===== config.mk =====
export PLATFORM = sky130hd
export DESIGN_NAME = mtfe_tx_engine
export DESIGN_NICKNAME = d
export VERILOG_FILES = /design/src/logic/mtfe_pkg.sv /design/src/logic/mtfe_tx_engine.sv
export SDC_FILE = /design/constraint.sdc
export NUM_CORES = 2
export LEC_CHECK = 0
export ABC_AREA = 1
export ABC_CLOCK_PERIOD_IN_PS = 11700
export BUFFER_PORTS_ARGS = -buffer_cell sky130_fd_sc_hd__buf_4
export CORE_UTILIZATION = 28
export DETAILED_ROUTE_END_ITERATION = 16
export HOLD_SLACK_MARGIN = 0.02
export PLACE_DENSITY_LB_ADDON = 0.05
export SETUP_SLACK_MARGIN = 0.02
export SYNTH_ARGS = -nofsm -noshare
export SYNTH_HDL_FRONTEND = slang
export SYNTH_SLANG_ARGS = --single-unit

===== constraint.sdc =====
create_clock -name hclk -period 11.7 [get_ports hclk]
set_input_delay 1.17 -clock hclk [delete_from_list [all_inputs] [get_ports hclk]]
set_output_delay 1.17 -clock hclk [all_outputs]
set_load 0.01 [all_outputs]

===== src/logic/mtfe_pkg.sv =====
`default_nettype none
package mtfe_pkg;
  localparam logic [7:0] MTFE_CTRL_OFS = 8'h00;
  localparam logic [7:0] MTFE_WMARK_OFS = 8'h04;
  localparam logic [7:0] MTFE_STATUS_OFS = 8'h08;
  localparam logic [7:0] MTFE_TXLAST_OFS = 8'h0c;
  localparam int MTFE_ST_COLLISION_TEST_ERROR = 0;
  localparam int MTFE_ST_ERR = 1;
  localparam logic [6:0] MTFE_CTRL_RST = 7'h00;
  localparam logic [5:0] MTFE_WM_RST = 6'h28;
  localparam int MTFE_CLK_NS = 40;
  localparam int MTFE_BIT_NS = 100;
  localparam logic [6:0] MTFE_CLK_STEP = 7'(MTFE_CLK_NS);
  localparam logic [6:0] MTFE_BIT_STEP = 7'(MTFE_BIT_NS);
  localparam logic [7:0] MTFE_DEPTH = 8'h80;
  localparam logic [10:0] MTFE_PRE_LAST = 11'd63;
  localparam logic [10:0] MTFE_SFD_TAIL = 11'd62;
  localparam logic [10:0] MTFE_PAD_LAST = 11'd543;
  localparam logic [10:0] MTFE_SLOT_BITS = 11'd512;
  localparam logic [8:0] MTFE_FCS_LAST = 9'd31;
  localparam logic [8:0] MTFE_JAM_LAST = 9'd31;
  localparam logic [8:0] MTFE_SQE_LAST = 9'd39;
  localparam logic [8:0] MTFE_SLOT_LAST = 9'd511;
  localparam logic [4:0] MTFE_LAST_TRY = 5'd15;
  localparam logic [4:0] MTFE_BO_LIMIT = 5'd10;
  localparam logic [6:0] MTFE_LOCK_BYTES = 7'd64;
  localparam logic [31:0] MTFE_CRC_POLY = 32'h04c11db7;
  localparam logic [31:0] MTFE_CRC_INIT = 32'hffffffff;
  localparam logic [15:0] MTFE_LFSR_SEED = 16'hace1;
  localparam logic [7:0] MTFE_TXSP_BYTES [4] = '{8'h04, 8'h10, 8'h40, 8'h70};
  localparam logic [7:0] MTFE_TXFW_FREE [4] = '{8'h10, 8'h20, 8'h40, 8'h60};
  localparam logic [7:0] MTFE_RXFW_BYTES [4] = '{8'h10, 8'h20, 8'h40, 8'h70};

  typedef enum logic [3:0] {
    MTFE_IDLE = 4'b0000, MTFE_PRE = 4'b0001, MTFE_DATA = 4'b0010,
    MTFE_PAD = 4'b0011, MTFE_FCS = 4'b0100, MTFE_JAM = 4'b0101,
    MTFE_BACK = 4'b0110, MTFE_SKIP = 4'b0111, MTFE_SQE = 4'b1000,
    MTFE_DONE = 4'b1001
  } mtfe_state_e;

  typedef struct packed {
    logic crc_add;
    logic buf_end;
    logic eop;
    logic sop;
    logic [7:0] data;
  } mtfe_txent_s;

  typedef struct packed {
    logic retry_error;
    logic carrier_loss;
    logic late_collision;
    logic underflow;
    logic [4:0] attempts;
  } mtfe_dstat_s;

  typedef struct packed {
    logic tp_mode;
    logic bcast_disable;
    logic rx_strip_enable;
    logic promiscuous_enable;
    logic retry_disable;
    logic tx_crc_disable;
    logic auto_pad_enable;
  } mtfe_ctrl_s;
endpackage
`default_nettype wire


===== src/logic/mtfe_tx_engine.sv =====
// Implementation choices: the AHB-Lite register port and the register addresses.
`timescale 1ns/1ns
`default_nettype none
module mtfe_tx_engine
  import mtfe_pkg::*;
(
  // clock and reset
  input wire logic hclk,
  input wire logic hresetn,
  // ahb-lite slave
  input wire logic hsel,
  input wire logic [31:0] haddr,
  input wire logic [1:0] htrans,
  input wire logic hwrite,
  input wire logic [2:0] hsize,
  input wire logic [31:0] hwdata,
  input wire logic hready,
  output logic hreadyout,
  output logic hresp,
  output logic [31:0] hrdata,
  // transmit fifo fill from buffer manager
  input wire mtfe_txent_s tx_in,
  input wire logic tx_in_valid,
  output logic tx_in_ready,
  output logic tx_data_request,
  // descriptor write-back
  output mtfe_dstat_s desc_status,
  output logic desc_status_we,
  output logic desc_own_release,
  // medium
  output logic tx_en,
  output logic tx_data,
  input wire logic col,
  input wire logic crs,
  input wire logic jabber,
  input wire logic link_fail,
  // receive side controls
  input wire logic rx_min_ok,
  input wire logic rx_addr_match,
  input wire logic rx_broadcast,
  input wire logic [7:0] rx_fifo_level,
  output logic rx_accept,
  output logic rx_dma_start,
  output logic rx_strip_on
);

  ////////////////////////////////////////////////////////////////////////
  mtfe_state_e st_r, st_nxt;
  mtfe_ctrl_s ctrl_r;
  mtfe_txent_s mem [128];
  mtfe_txent_s cur_r;
  mtfe_dstat_s dstat_r;
  logic [5:0] wm_r;
  logic [6:0] acc_r;
  logic [7:0] wr_r, rd_r, fs_r, frames_r;
  logic [10:0] tx_bits_r;
  logic [8:0] cnt_r;
  logic [2:0] bi_r;
  logic [7:0] sh_r;
  logic [31:0] crc_r;
  logic [15:0] lfsr_r;
  logic [9:0] slots_r;
  logic [6:0] bytes_r;
  logic [4:0] att_r;
  logic lock_r, eop_rd_r, add_r, late_r, retry_error_flag_r, uflow_r;
  logic seen_r, lost_r, tpl_r, sqe_seen_r, collision_test_error_r, err_r;
  logic txd_r, ten_r, we_r, rel_r;
  logic dp_wr_r;
  logic [7:0] dp_addr_r;
  logic [31:0] hrdata_r;
  logic load;

  ////////////////////////////////////////////////////////////////////////
  // bit-time enable: 10 Mb/s from 25 MHz, two enables every five clocks
  wire [6:0] acc_sum = acc_r + MTFE_CLK_STEP;
  wire bit_en = acc_sum >= MTFE_BIT_STEP;
  always_ff @(posedge hclk or negedge hresetn) begin
    if (!hresetn) begin
      acc_r <= 7'h00;
    end else begin
      acc_r <= bit_en ? 7'(acc_sum - MTFE_BIT_STEP) : acc_sum;
    end
  end

  ////////////////////////////////////////////////////////////////////////
  // transmit fifo; writes stay behind fs_r until the frame is locked
  wire [7:0] prot = lock_r ? rd_r : fs_r;
  wire [7:0] used = wr_r - prot;
  wire [7:0] free = MTFE_DEPTH - used;
  wire [7:0] avail = wr_r - rd_r;
  wire empty = avail == 8'h00;
  wire wr_fire = tx_in_valid & tx_in_ready;
  wire mtfe_txent_s ent = mem[rd_r[6:0]];
  assign tx_in_ready = free != 8'h00;
  assign tx_data_request = free >= MTFE_TXFW_FREE[wm_r[1:0]];
  wire start_ok = !empty && (frames_r != 8'h00
    || avail >= MTFE_TXSP_BYTES[wm_r[3:2]]);

  always_ff @(posedge hclk) begin
    if (wr_fire) begin
      mem[wr_r[6:0]] <= tx_in;
    end
  end

  ////////////////////////////////////////////////////////////////////////
  wire sending = st_r == MTFE_PRE || st_r == MTFE_DATA
    || st_r == MTFE_PAD || st_r == MTFE_FCS;
  wire col_hit = col & sending;
  wire early = tx_bits_r < MTFE_SLOT_BITS;
  wire give_up = ctrl_r.retry_disable || att_r == MTFE_LAST_TRY;
  wire byte_end = bit_en && bi_r == 3'h7;
  wire pre_end = bit_en && tx_bits_r == MTFE_PRE_LAST;
  wire need_pad = ctrl_r.auto_pad_enable && tx_bits_r < MTFE_PAD_LAST;
  wire fcs_on = ctrl_r.auto_pad_enable || !ctrl_r.tx_crc_disable || add_r;
  wire rewind = st_r == MTFE_JAM && st_nxt == MTFE_BACK;
  wire enter_pre = st_nxt == MTFE_PRE && st_r != MTFE_PRE;
  wire new_frame = st_r == MTFE_IDLE && start_ok;
  wire done = st_r == MTFE_DONE;
  wire carrier_loss_error = ctrl_r.tp_mode ? tpl_r : (!seen_r || lost_r);
  wire sqe_end = st_r == MTFE_SQE && st_nxt == MTFE_DONE;
  wire collision_test_error_set = sqe_end
    && (ctrl_r.tp_mode ? link_fail : !(sqe_seen_r || col));
  wire frame_err = retry_error_flag_r | late_r | uflow_r | carrier_loss_error;
  wire [3:0] bo_k = att_r > MTFE_BO_LIMIT ? MTFE_BO_LIMIT[3:0] : att_r[3:0];
  wire [10:0] bo_one = 11'h001 << bo_k;
  wire [9:0] bo_mask = 10'(bo_one - 11'h001);
  wire crc_fb = crc_r[31] ^ sh_r[0];
  wire pad_fb = crc_r[31];

  logic bit_val;
  always_comb begin
    case (st_r)
      MTFE_PRE: bit_val = !tx_bits_r[0] || tx_bits_r >= MTFE_SFD_TAIL;
      MTFE_DATA: bit_val = sh_r[0];
      MTFE_PAD: bit_val = 1'b0;
      MTFE_FCS: bit_val = !crc_r[31];
      MTFE_JAM: bit_val = tx_bits_r[0];
      default: bit_val = 1'b0;
    endcase
  end

  ////////////////////////////////////////////////////////////////////////
  always_comb begin
    st_nxt = st_r;
    load = 1'b0;
    case (st_r)
      MTFE_IDLE: begin
        if (start_ok) begin
          st_nxt = MTFE_PRE;
        end
      end
      MTFE_PRE: begin
        if (col) begin
          st_nxt = MTFE_JAM;
        end else if (pre_end) begin
          load = !empty;
          st_nxt = empty ? MTFE_SKIP : MTFE_DATA;
        end
      end
      MTFE_DATA: begin
        if (col) begin
          st_nxt = MTFE_JAM;
        end else if (byte_end) begin
          if (cur_r.eop) begin
            st_nxt = need_pad ? MTFE_PAD : (fcs_on ? MTFE_FCS : MTFE_SQE);
          end else if (empty) begin
            st_nxt = MTFE_SKIP;
          end else begin
            load = 1'b1;
          end
        end
      end
      MTFE_PAD: begin
        if (col) begin
          st_nxt = MTFE_JAM;
        end else if (byte_end && tx_bits_r == MTFE_PAD_LAST) begin
          st_nxt = MTFE_FCS;
        end
      end
      MTFE_FCS: begin
        if (col) begin
          st_nxt = MTFE_JAM;
        end else if (bit_en && cnt_r == MTFE_FCS_LAST) begin
          st_nxt = MTFE_SQE;
        end
      end
      MTFE_JAM: begin
        if (bit_en && cnt_r == MTFE_JAM_LAST) begin
          st_nxt = (late_r || retry_error_flag_r) ? MTFE_SKIP : MTFE_BACK;
        end
      end
      MTFE_BACK: begin
        if (slots_r == 10'h000) begin
          st_nxt = MTFE_PRE;
        end
      end
      MTFE_SKIP: begin
        if (eop_rd_r) begin
          st_nxt = MTFE_DONE;
        end else begin
          load = !empty;
        end
      end
      MTFE_SQE: begin
        if (bit_en && cnt_r == MTFE_SQE_LAST) begin
          st_nxt = MTFE_DONE;
        end
      end
      MTFE_DONE: st_nxt = MTFE_IDLE;
      default: st_nxt = MTFE_IDLE;
    endcase
  end

  ////////////////////////////////////////////////////////////////////////
  wire counting = st_r == MTFE_FCS || st_r == MTFE_JAM
    || st_r == MTFE_BACK || st_r == MTFE_SQE;
  always_ff @(posedge hclk or negedge hresetn) begin
    if (!hresetn) begin
      st_r <= MTFE_IDLE;
      cnt_r <= 9'h000;
    end else begin
      st_r <= st_nxt;
      cnt_r <= (st_nxt != st_r) ? 9'h000 : (bit_en && counting) ? 9'(cnt_r + 9'h001) : cnt_r;
    end
  end

  always_ff @(posedge hclk or negedge hresetn) begin
    if (!hresetn) begin
      tx_bits_r <= 11'h000;
      bi_r <= 3'h0;
      sh_r <= 8'h00;
      cur_r <= '0;
    end else begin
      if (enter_pre) begin
        tx_bits_r <= 11'h000;
      end else if (bit_en && (sending || st_r == MTFE_JAM) && tx_bits_r != 11'h7ff) begin
        tx_bits_r <= 11'(tx_bits_r + 11'h001);
      end
      bi_r <= (st_r == MTFE_DATA || st_r == MTFE_PAD) ? 3'(bi_r + {2'h0, bit_en}) : 3'h0;
      if (load) begin
        sh_r <= ent.data;
        cur_r <= ent;
      end else if (bit_en && st_r == MTFE_DATA) begin
        sh_r <= {1'b0, sh_r[7:1]};
      end
    end
  end

  // pointers and frame protection
  always_ff @(posedge hclk or negedge hresetn) begin
    if (!hresetn) begin
      wr_r <= 8'h00;
      rd_r <= 8'h00;
      fs_r <= 8'h00;
      frames_r <= 8'h00;
      lock_r <= 1'b0;
      bytes_r <= 7'h00;
      eop_rd_r <= 1'b0;
      add_r <= 1'b0;
    end else begin
      if (wr_fire) begin
        wr_r <= 8'(wr_r + 8'h01);
      end
      frames_r <= 8'(frames_r + {7'h00, wr_fire & tx_in.eop} - {7'h00, done});
      if (rewind) begin
        rd_r <= fs_r;
      end else if (load) begin
        rd_r <= 8'(rd_r + 8'h01);
      end
      if (done) begin
        fs_r <= rd_r;
      end
      // hold a frame's head until 64 bytes have been loaded; a skip frees it at once
      if (done || rewind) begin
        lock_r <= 1'b0;
        bytes_r <= 7'h00;
      end else if (st_r == MTFE_SKIP || bytes_r == MTFE_LOCK_BYTES) begin
        lock_r <= 1'b1;
      end else if (load) begin
        bytes_r <= 7'(bytes_r + 7'h01);
      end
      if (done || rewind) begin
        eop_rd_r <= 1'b0;
      end else if (load && ent.eop) begin
        eop_rd_r <= 1'b1;
      end
      if (load && ent.sop) begin
        add_r <= ent.crc_add;
      end
    end
  end

  // attempts, frame error flags, backoff
  always_ff @(posedge hclk or negedge hresetn) begin
    if (!hresetn) begin
      att_r <= 5'h00;
      late_r <= 1'b0;
      retry_error_flag_r <= 1'b0;
      uflow_r <= 1'b0;
      slots_r <= 10'h000;
      lfsr_r <= MTFE_LFSR_SEED;
    end else begin
      lfsr_r <= {lfsr_r[14:0], lfsr_r[15] ^ lfsr_r[13] ^ lfsr_r[12] ^ lfsr_r[10]};
      if (new_frame) begin
        att_r <= 5'h00;
        late_r <= 1'b0;
        retry_error_flag_r <= 1'b0;
        uflow_r <= 1'b0;
      end else begin
        if (col_hit && early) begin
          att_r <= 5'(att_r + 5'h01);
          retry_error_flag_r <= retry_error_flag_r | give_up;
        end
        late_r <= late_r | (col_hit & !early);
        // only a starved preamble or data byte is an underflow, not a jam drain
        uflow_r <= uflow_r | ((st_r == MTFE_PRE || st_r == MTFE_DATA) && st_nxt == MTFE_SKIP && !col);
      end
      if (rewind) begin
        slots_r <= lfsr_r[9:0] & bo_mask;
      end else if (st_r == MTFE_BACK && bit_en && cnt_r == MTFE_SLOT_LAST) begin
        slots_r <= 10'(slots_r - 10'h001);
      end
    end
  end

  // crc: shifted msb-first, so the remainder leaves bit 31 first
  always_ff @(posedge hclk or negedge hresetn) begin
    if (!hresetn) begin
      crc_r <= MTFE_CRC_INIT;
    end else if (enter_pre) begin
      crc_r <= MTFE_CRC_INIT;
    end else if (bit_en && st_r == MTFE_DATA) begin
      crc_r <= {crc_r[30:0], 1'b0} ^ (crc_fb ? MTFE_CRC_POLY : 32'h00000000);
    end else if (bit_en && st_r == MTFE_PAD) begin
      crc_r <= {crc_r[30:0], 1'b0} ^ (pad_fb ? MTFE_CRC_POLY : 32'h00000000);
    end else if (bit_en && st_r == MTFE_FCS) begin
      crc_r <= {crc_r[30:0], 1'b1};
    end
  end

  // carrier supervision and collision pair test
  always_ff @(posedge hclk or negedge hresetn) begin
    if (!hresetn) begin
      seen_r <= 1'b0;
      lost_r <= 1'b0;
      tpl_r <= 1'b0;
      sqe_seen_r <= 1'b0;
    end else begin
      if (enter_pre) begin
        seen_r <= 1'b0;
        lost_r <= 1'b0;
        tpl_r <= 1'b0;
      end else if (sending) begin
        seen_r <= seen_r | crs;
        lost_r <= lost_r | (seen_r & !crs);
        tpl_r <= tpl_r | jabber | link_fail;
      end
      sqe_seen_r <= st_r == MTFE_SQE && (sqe_seen_r || col);
    end
  end

  // medium pins and descriptor write-back
  always_ff @(posedge hclk or negedge hresetn) begin
    if (!hresetn) begin
      txd_r <= 1'b0;
      ten_r <= 1'b0;
      we_r <= 1'b0;
      rel_r <= 1'b0;
      dstat_r <= '0;
    end else begin
      if (bit_en) begin
        txd_r <= bit_val;
        ten_r <= sending || st_r == MTFE_JAM;
      end
      we_r <= done;
      rel_r <= st_r == MTFE_SKIP && load && ent.buf_end && !ent.sop;
      if (done) begin
        dstat_r <= '{retry_error: retry_error_flag_r, carrier_loss: carrier_loss_error, late_collision: late_r,
          underflow: uflow_r, attempts: att_r};
      end
    end
  end
  assign tx_data = txd_r;
  assign tx_en = ten_r;
  assign desc_status = dstat_r;
  assign desc_status_we = we_r;
  assign desc_own_release = rel_r;

  ////////////////////////////////////////////////////////////////////////
  // ahb-lite slave: zero wait states, registered read data
  wire ap = hsel & htrans[1] & hready;
  wire w_ctrl = dp_wr_r && dp_addr_r == MTFE_CTRL_OFS;
  wire w_wm = dp_wr_r && dp_addr_r == MTFE_WMARK_OFS;
  wire w_st = dp_wr_r && dp_addr_r == MTFE_STATUS_OFS;
  wire [31:0] st_word = {24'h000000, st_r, 2'b00, err_r, collision_test_error_r};
  wire [31:0] rd_val = haddr[7:0] == MTFE_CTRL_OFS ? {25'h0000000, ctrl_r}
    : haddr[7:0] == MTFE_WMARK_OFS ? {26'h0000000, wm_r}
    : haddr[7:0] == MTFE_STATUS_OFS ? st_word
    : haddr[7:0] == MTFE_TXLAST_OFS ? {23'h000000, dstat_r}
    : 32'h00000000;

  always_ff @(posedge hclk or negedge hresetn) begin
    if (!hresetn) begin
      dp_wr_r <= 1'b0;
      dp_addr_r <= 8'h00;
      hrdata_r <= 32'h00000000;
    end else begin
      if (hready) begin
        dp_wr_r <= ap & hwrite;
        dp_addr_r <= haddr[7:0];
      end
      if (ap && !hwrite) begin
        hrdata_r <= rd_val;
      end
    end
  end

  always_ff @(posedge hclk or negedge hresetn) begin
    if (!hresetn) begin
      ctrl_r <= MTFE_CTRL_RST;
      wm_r <= MTFE_WM_RST;
      collision_test_error_r <= 1'b0;
      err_r <= 1'b0;
    end else begin
      if (w_ctrl) begin
        ctrl_r <= hwdata[6:0];
      end
      if (w_wm) begin
        wm_r <= hwdata[5:0];
      end
      // set wins over a write-one clear in the same cycle
      collision_test_error_r <= collision_test_error_set | (collision_test_error_r & !(w_st & hwdata[MTFE_ST_COLLISION_TEST_ERROR]));
      err_r <= collision_test_error_set | (done & frame_err)
        | (err_r & !(w_st & hwdata[MTFE_ST_ERR]));
    end
  end
  assign hreadyout = 1'b1;
  assign hresp = 1'b0;
  assign hrdata = hrdata_r;

  ////////////////////////////////////////////////////////////////////////
  // receive programming
  assign rx_accept = rx_min_ok & (ctrl_r.promiscuous_enable
    | rx_addr_match | (rx_broadcast & !ctrl_r.bcast_disable));
  assign rx_dma_start = rx_fifo_level >= MTFE_RXFW_BYTES[wm_r[5:4]];
  assign rx_strip_on = ctrl_r.rx_strip_enable;
endmodule // mtfe_tx_engine
`default_nettype wire


==> results.md <==
* Sequential share of the synthesized area at 0.711
* Setup TNS at 0 ns
* Iter 0 DRT Violations at between 3000 and 4000
* Crit path capture type: register
* Antenna violations before repair at 7
* Hold Fails Final Rpt at 0
* DR vias/cell at about 4.9
* Post-Syn Area at roughly 0.072 sq mm
* Distinct cells, synth at 66
* Critical path data required time at ~12 ns
* Synth warn at 0
* Final max-slew violation count at 0
* Die ar. at around 0.26 sq mm
* Area grow syn2layout at 15.5%
* Post-detail-place hpwl at 137 mm
* Hold crit path type: input pin to asynchronous set/reset pin
* Ys async rst share at 0.115
* R2R setup slack at 5.57 ns
* Worst path cell trace: inv_8 -> o21ai_0 -> ha_1 -> ha_1 -> inv_1 -> fa_1 -> o21ai_1 -> nand2_1 -> nand2_1 -> a21oi_1 -> xor2_1 -> nand3_1 -> nand2_2 -> inv_2 -> nand4_2 -> buf_4 -> nor2_1 -> buf_4
* Fin Clk Skew at about 0.032 ns
* Clock Sinks at 1735
* Std-Cell Rows at between 150 and 200
* Critical path arrival at between 6 and 7 ns
* Crit path largest cell delay at between 0.7 and 0.8 ns
* WP buf/inv at 5
* First-pass GRT wire length at roughly 350 mm
* Final period utilization at 0.524
* CP Launch Type: register
* Post-Syn Instances at 5957
* CP Depth at 18
* Final Setup Violations at 0
* Max rail drop VDD at roughly 0.15 mV
* Final wirelength at between 200 and 250 mm
* Slowest CP cell: dfrtp_4
* Leakage at ~29 nW
* CP max FO at between 70 and 80
* Vias at around 47000
* Post-CTS Setup Inserts at 0
* Main flop type after synthesis: edfxtp_1
* Syn Area/Cell at roughly 12 sq um
* Post-Synth Adder-Cell Area at 0.0108
* Skew-Pair Late Insertion Delay at 0.85 ns
* Post-DRT Antenna Nets at 0
* Post_cts resized at 0
* PortBufs at 75
* CP delay by family, top: buffers and inverters
* Synth Area in Simple Gates at 0.118
* Final Core Density at 0.326
* Reg-to-reg endpoint: mem[45][1]
* Outcome: finished clean
* CTS H-tree depth at 4
* Synth Register Bits at 1735
* Total CTS buffers at between 200 and 250
* Via count of the first global-routing pass at roughly 46000
* Reg clk slew, reported paths at 0.06 ns
* Reg2Reg Depth at 18
* Total grt overflow at 0
* Hold Buf Count CTS at 0
* Power per cell area at between 150 and 200 mW/mm^2
* Wire per inst at around 25 um
* Pwr Total at 14.5 mW
* RSZ-0062 raised after global routing: no
* Main combinational cell family by area after synthesis: simple AND/OR/NAND/NOR gates
* Clock root buffer: clkbuf_16
* I/O pins at ~150
* Die height at 509 um
* Post-route DRC at 0
* Placement Cell Area at around 0.077 sq mm
* Fin area at 0.0831 sq mm
* Crit Path Class: register to register
* Multiplexer share of the synthesized area at 0.00329
* Slew @ Worst Pin at 1.28 ns
* Critical path endpoint: mem[45][1]
* Fillcell total at approximately 26000
* Largest net degree at the start of global routing at ~170
* CORE AREA at around 0.25 sq mm
* Compound-Gate Fraction of Synth Area at 0.114
* Area of the multi-input gates at about 0.018 sq mm
* Max cap viols at 0
* RR Startpoint: rd_r[1]
* Xor-xnor portion of the synthesized cell area at 0.00706
* Die W at between 500 and 600 um
* 1st-pass router iterations at 5
* FMAX at 163 MHz
* Final GP Congestion at 0.773
* CP startpoint: rd_r[1]
* Initial Util at 0.282
* Register area at a little over 0.05 sq mm
* Post-layout min period at 6.13 ns
* Layout cells sized above 1 at 0.108
* Layout Nets at slightly above 6000
* CTS tree: done
* Relative slew slack at 0.145
* EDFF count, synth at approximately 1500
* WHS at between 0.3 and 0.4 ns
* Global-route usage over all layers at 0.184
* Clk buf depth at 3
## metrics by stage
stage,setup WS (ns),cells
finish,5.57,9617
global route,5.06,9612
CTS,5.44,9611
detailed placement,5.46,9238
global placement,5.32,9238
floorplan,6.62,5980
## cells in the final DEF, fill, tap and decap left out, drive strengths merged, types with 8 or more instances in the layout
cell type / n
buf: 277
dfrtp: 157
xor2: 42
nand3: 261
a21oi: 179
o221ai: 116
bufinv: 10
nand2: 754
a22oi: 27
inv: 226
edfxtp: 1536
clkbuf: 273
mux2i: 18
ha: 59
o211ai: 59
conb: 25
xnor2: 16
dfstp: 42
nor2: 943
o21ai: 773
or2: 8
nand4: 53
o311ai: 10
nor3: 20
a32o: 15
o22ai: 197
clkinv: 84
## cell usage after synthesis (all sizes together) (42+ instances only)
cell type	count	share of area
nand2	754	0.040
a21oi	179	0.013
o221ai	116	0.014
inv	216	0.011
nand3	261	0.019
edfxtp	1536	0.64
ha	59	0.010
o22ai	197	0.017
dfrtp	157	0.055
xor2	42	0.0051
nor2	943	0.050
clkbuf	263	0.014
o21ai	773	0.054
nand4	53	0.0050
o211ai	59	0.0062
dfstp	42	0.015
buf	122	0.0098
## sequential cells by signal, indices dropped and copies added (netlist names), 3 cells and up
signal / flops
acc_r: 5
cnt_r: 9
ctrl_r: 6
desc_status: 9
lfsr_r: 16
dp_addr_r: 8
mem: 1536
att_r: 5
wr_r: 8
wm_r: 6
frames_r: 8
tx_bits_r: 11
st_r: 4
bi_r: 3
bytes_r: 7
slots_r: 10
crc_r: 32
hrdata: 9
rd_r: 8
sh_r: 8
fs_r: 8
## cell families (layout without fill, tap and decap cells)
| group | count (synthesis) | in the layout |
|---|---|---|
| AND/OR/NAND/NOR | 2056 | 2056 |
| flip-flops | 1735 | 1735 |
| AO/OA/AOI/OAI | 1414 | 1414 |
| other | 2 | 31 |
| buffers and inverters | 608 | 873 |
| adder cells (fa/ha/maj) | 61 | 61 |
| multiplexers | 23 | 23 |
| XOR/XNOR | 58 | 58 |
## per-layer routing
metal / vias to the layer above / track usage / part of all wire
met5: - / 0 / 0
met4: 0 / 0.0418 / 0.018
met3: 261 / 0.0241 / 0.042
met2: 1001 / 0.293 / 0.46
met1: 24100 / 0.266 / 0.48
li1: 21800 / - / -
## layout make-up
cell class                 instances  share of cell area
clock buffer                     273              0.0654
sequential                      1735               0.616
timing repair buffer             277              0.0268
antenna                            6            0.000181
multi-input combinational       3637               0.221
clock inverter                   100             0.00896
inverter                         223              0.0103
tap                             3366              0.0507
## worst min-delay path by stage
stage / endpoint / slack, ns / cells past startpoint / from
6_report: dp_addr_r[4] / 0.32 / 1 / hresetn
5_1_grt: frames_r[6] / 0.35 / 1 / hresetn
4_1_cts: frames_r[6] / 0.31 / 1 / hresetn
3_5_place_dp: lfsr_r[15] / 0.34 / 0 / lfsr_r[14]
3_3_place_gp: lfsr_r[15] / 0.34 / 0 / lfsr_r[14]
2_1_floorplan: lfsr_r[15] / 0.33 / 0 / lfsr_r[14]
## report_power, final
part           internal [mW]  switching, mW  leakage (nW)
Combinational          0.362           1.02          9.68
Clock                   3.45           2.59          3.01
Sequential              6.94          0.104          16.2
Power figures use the tool's default switching activity.
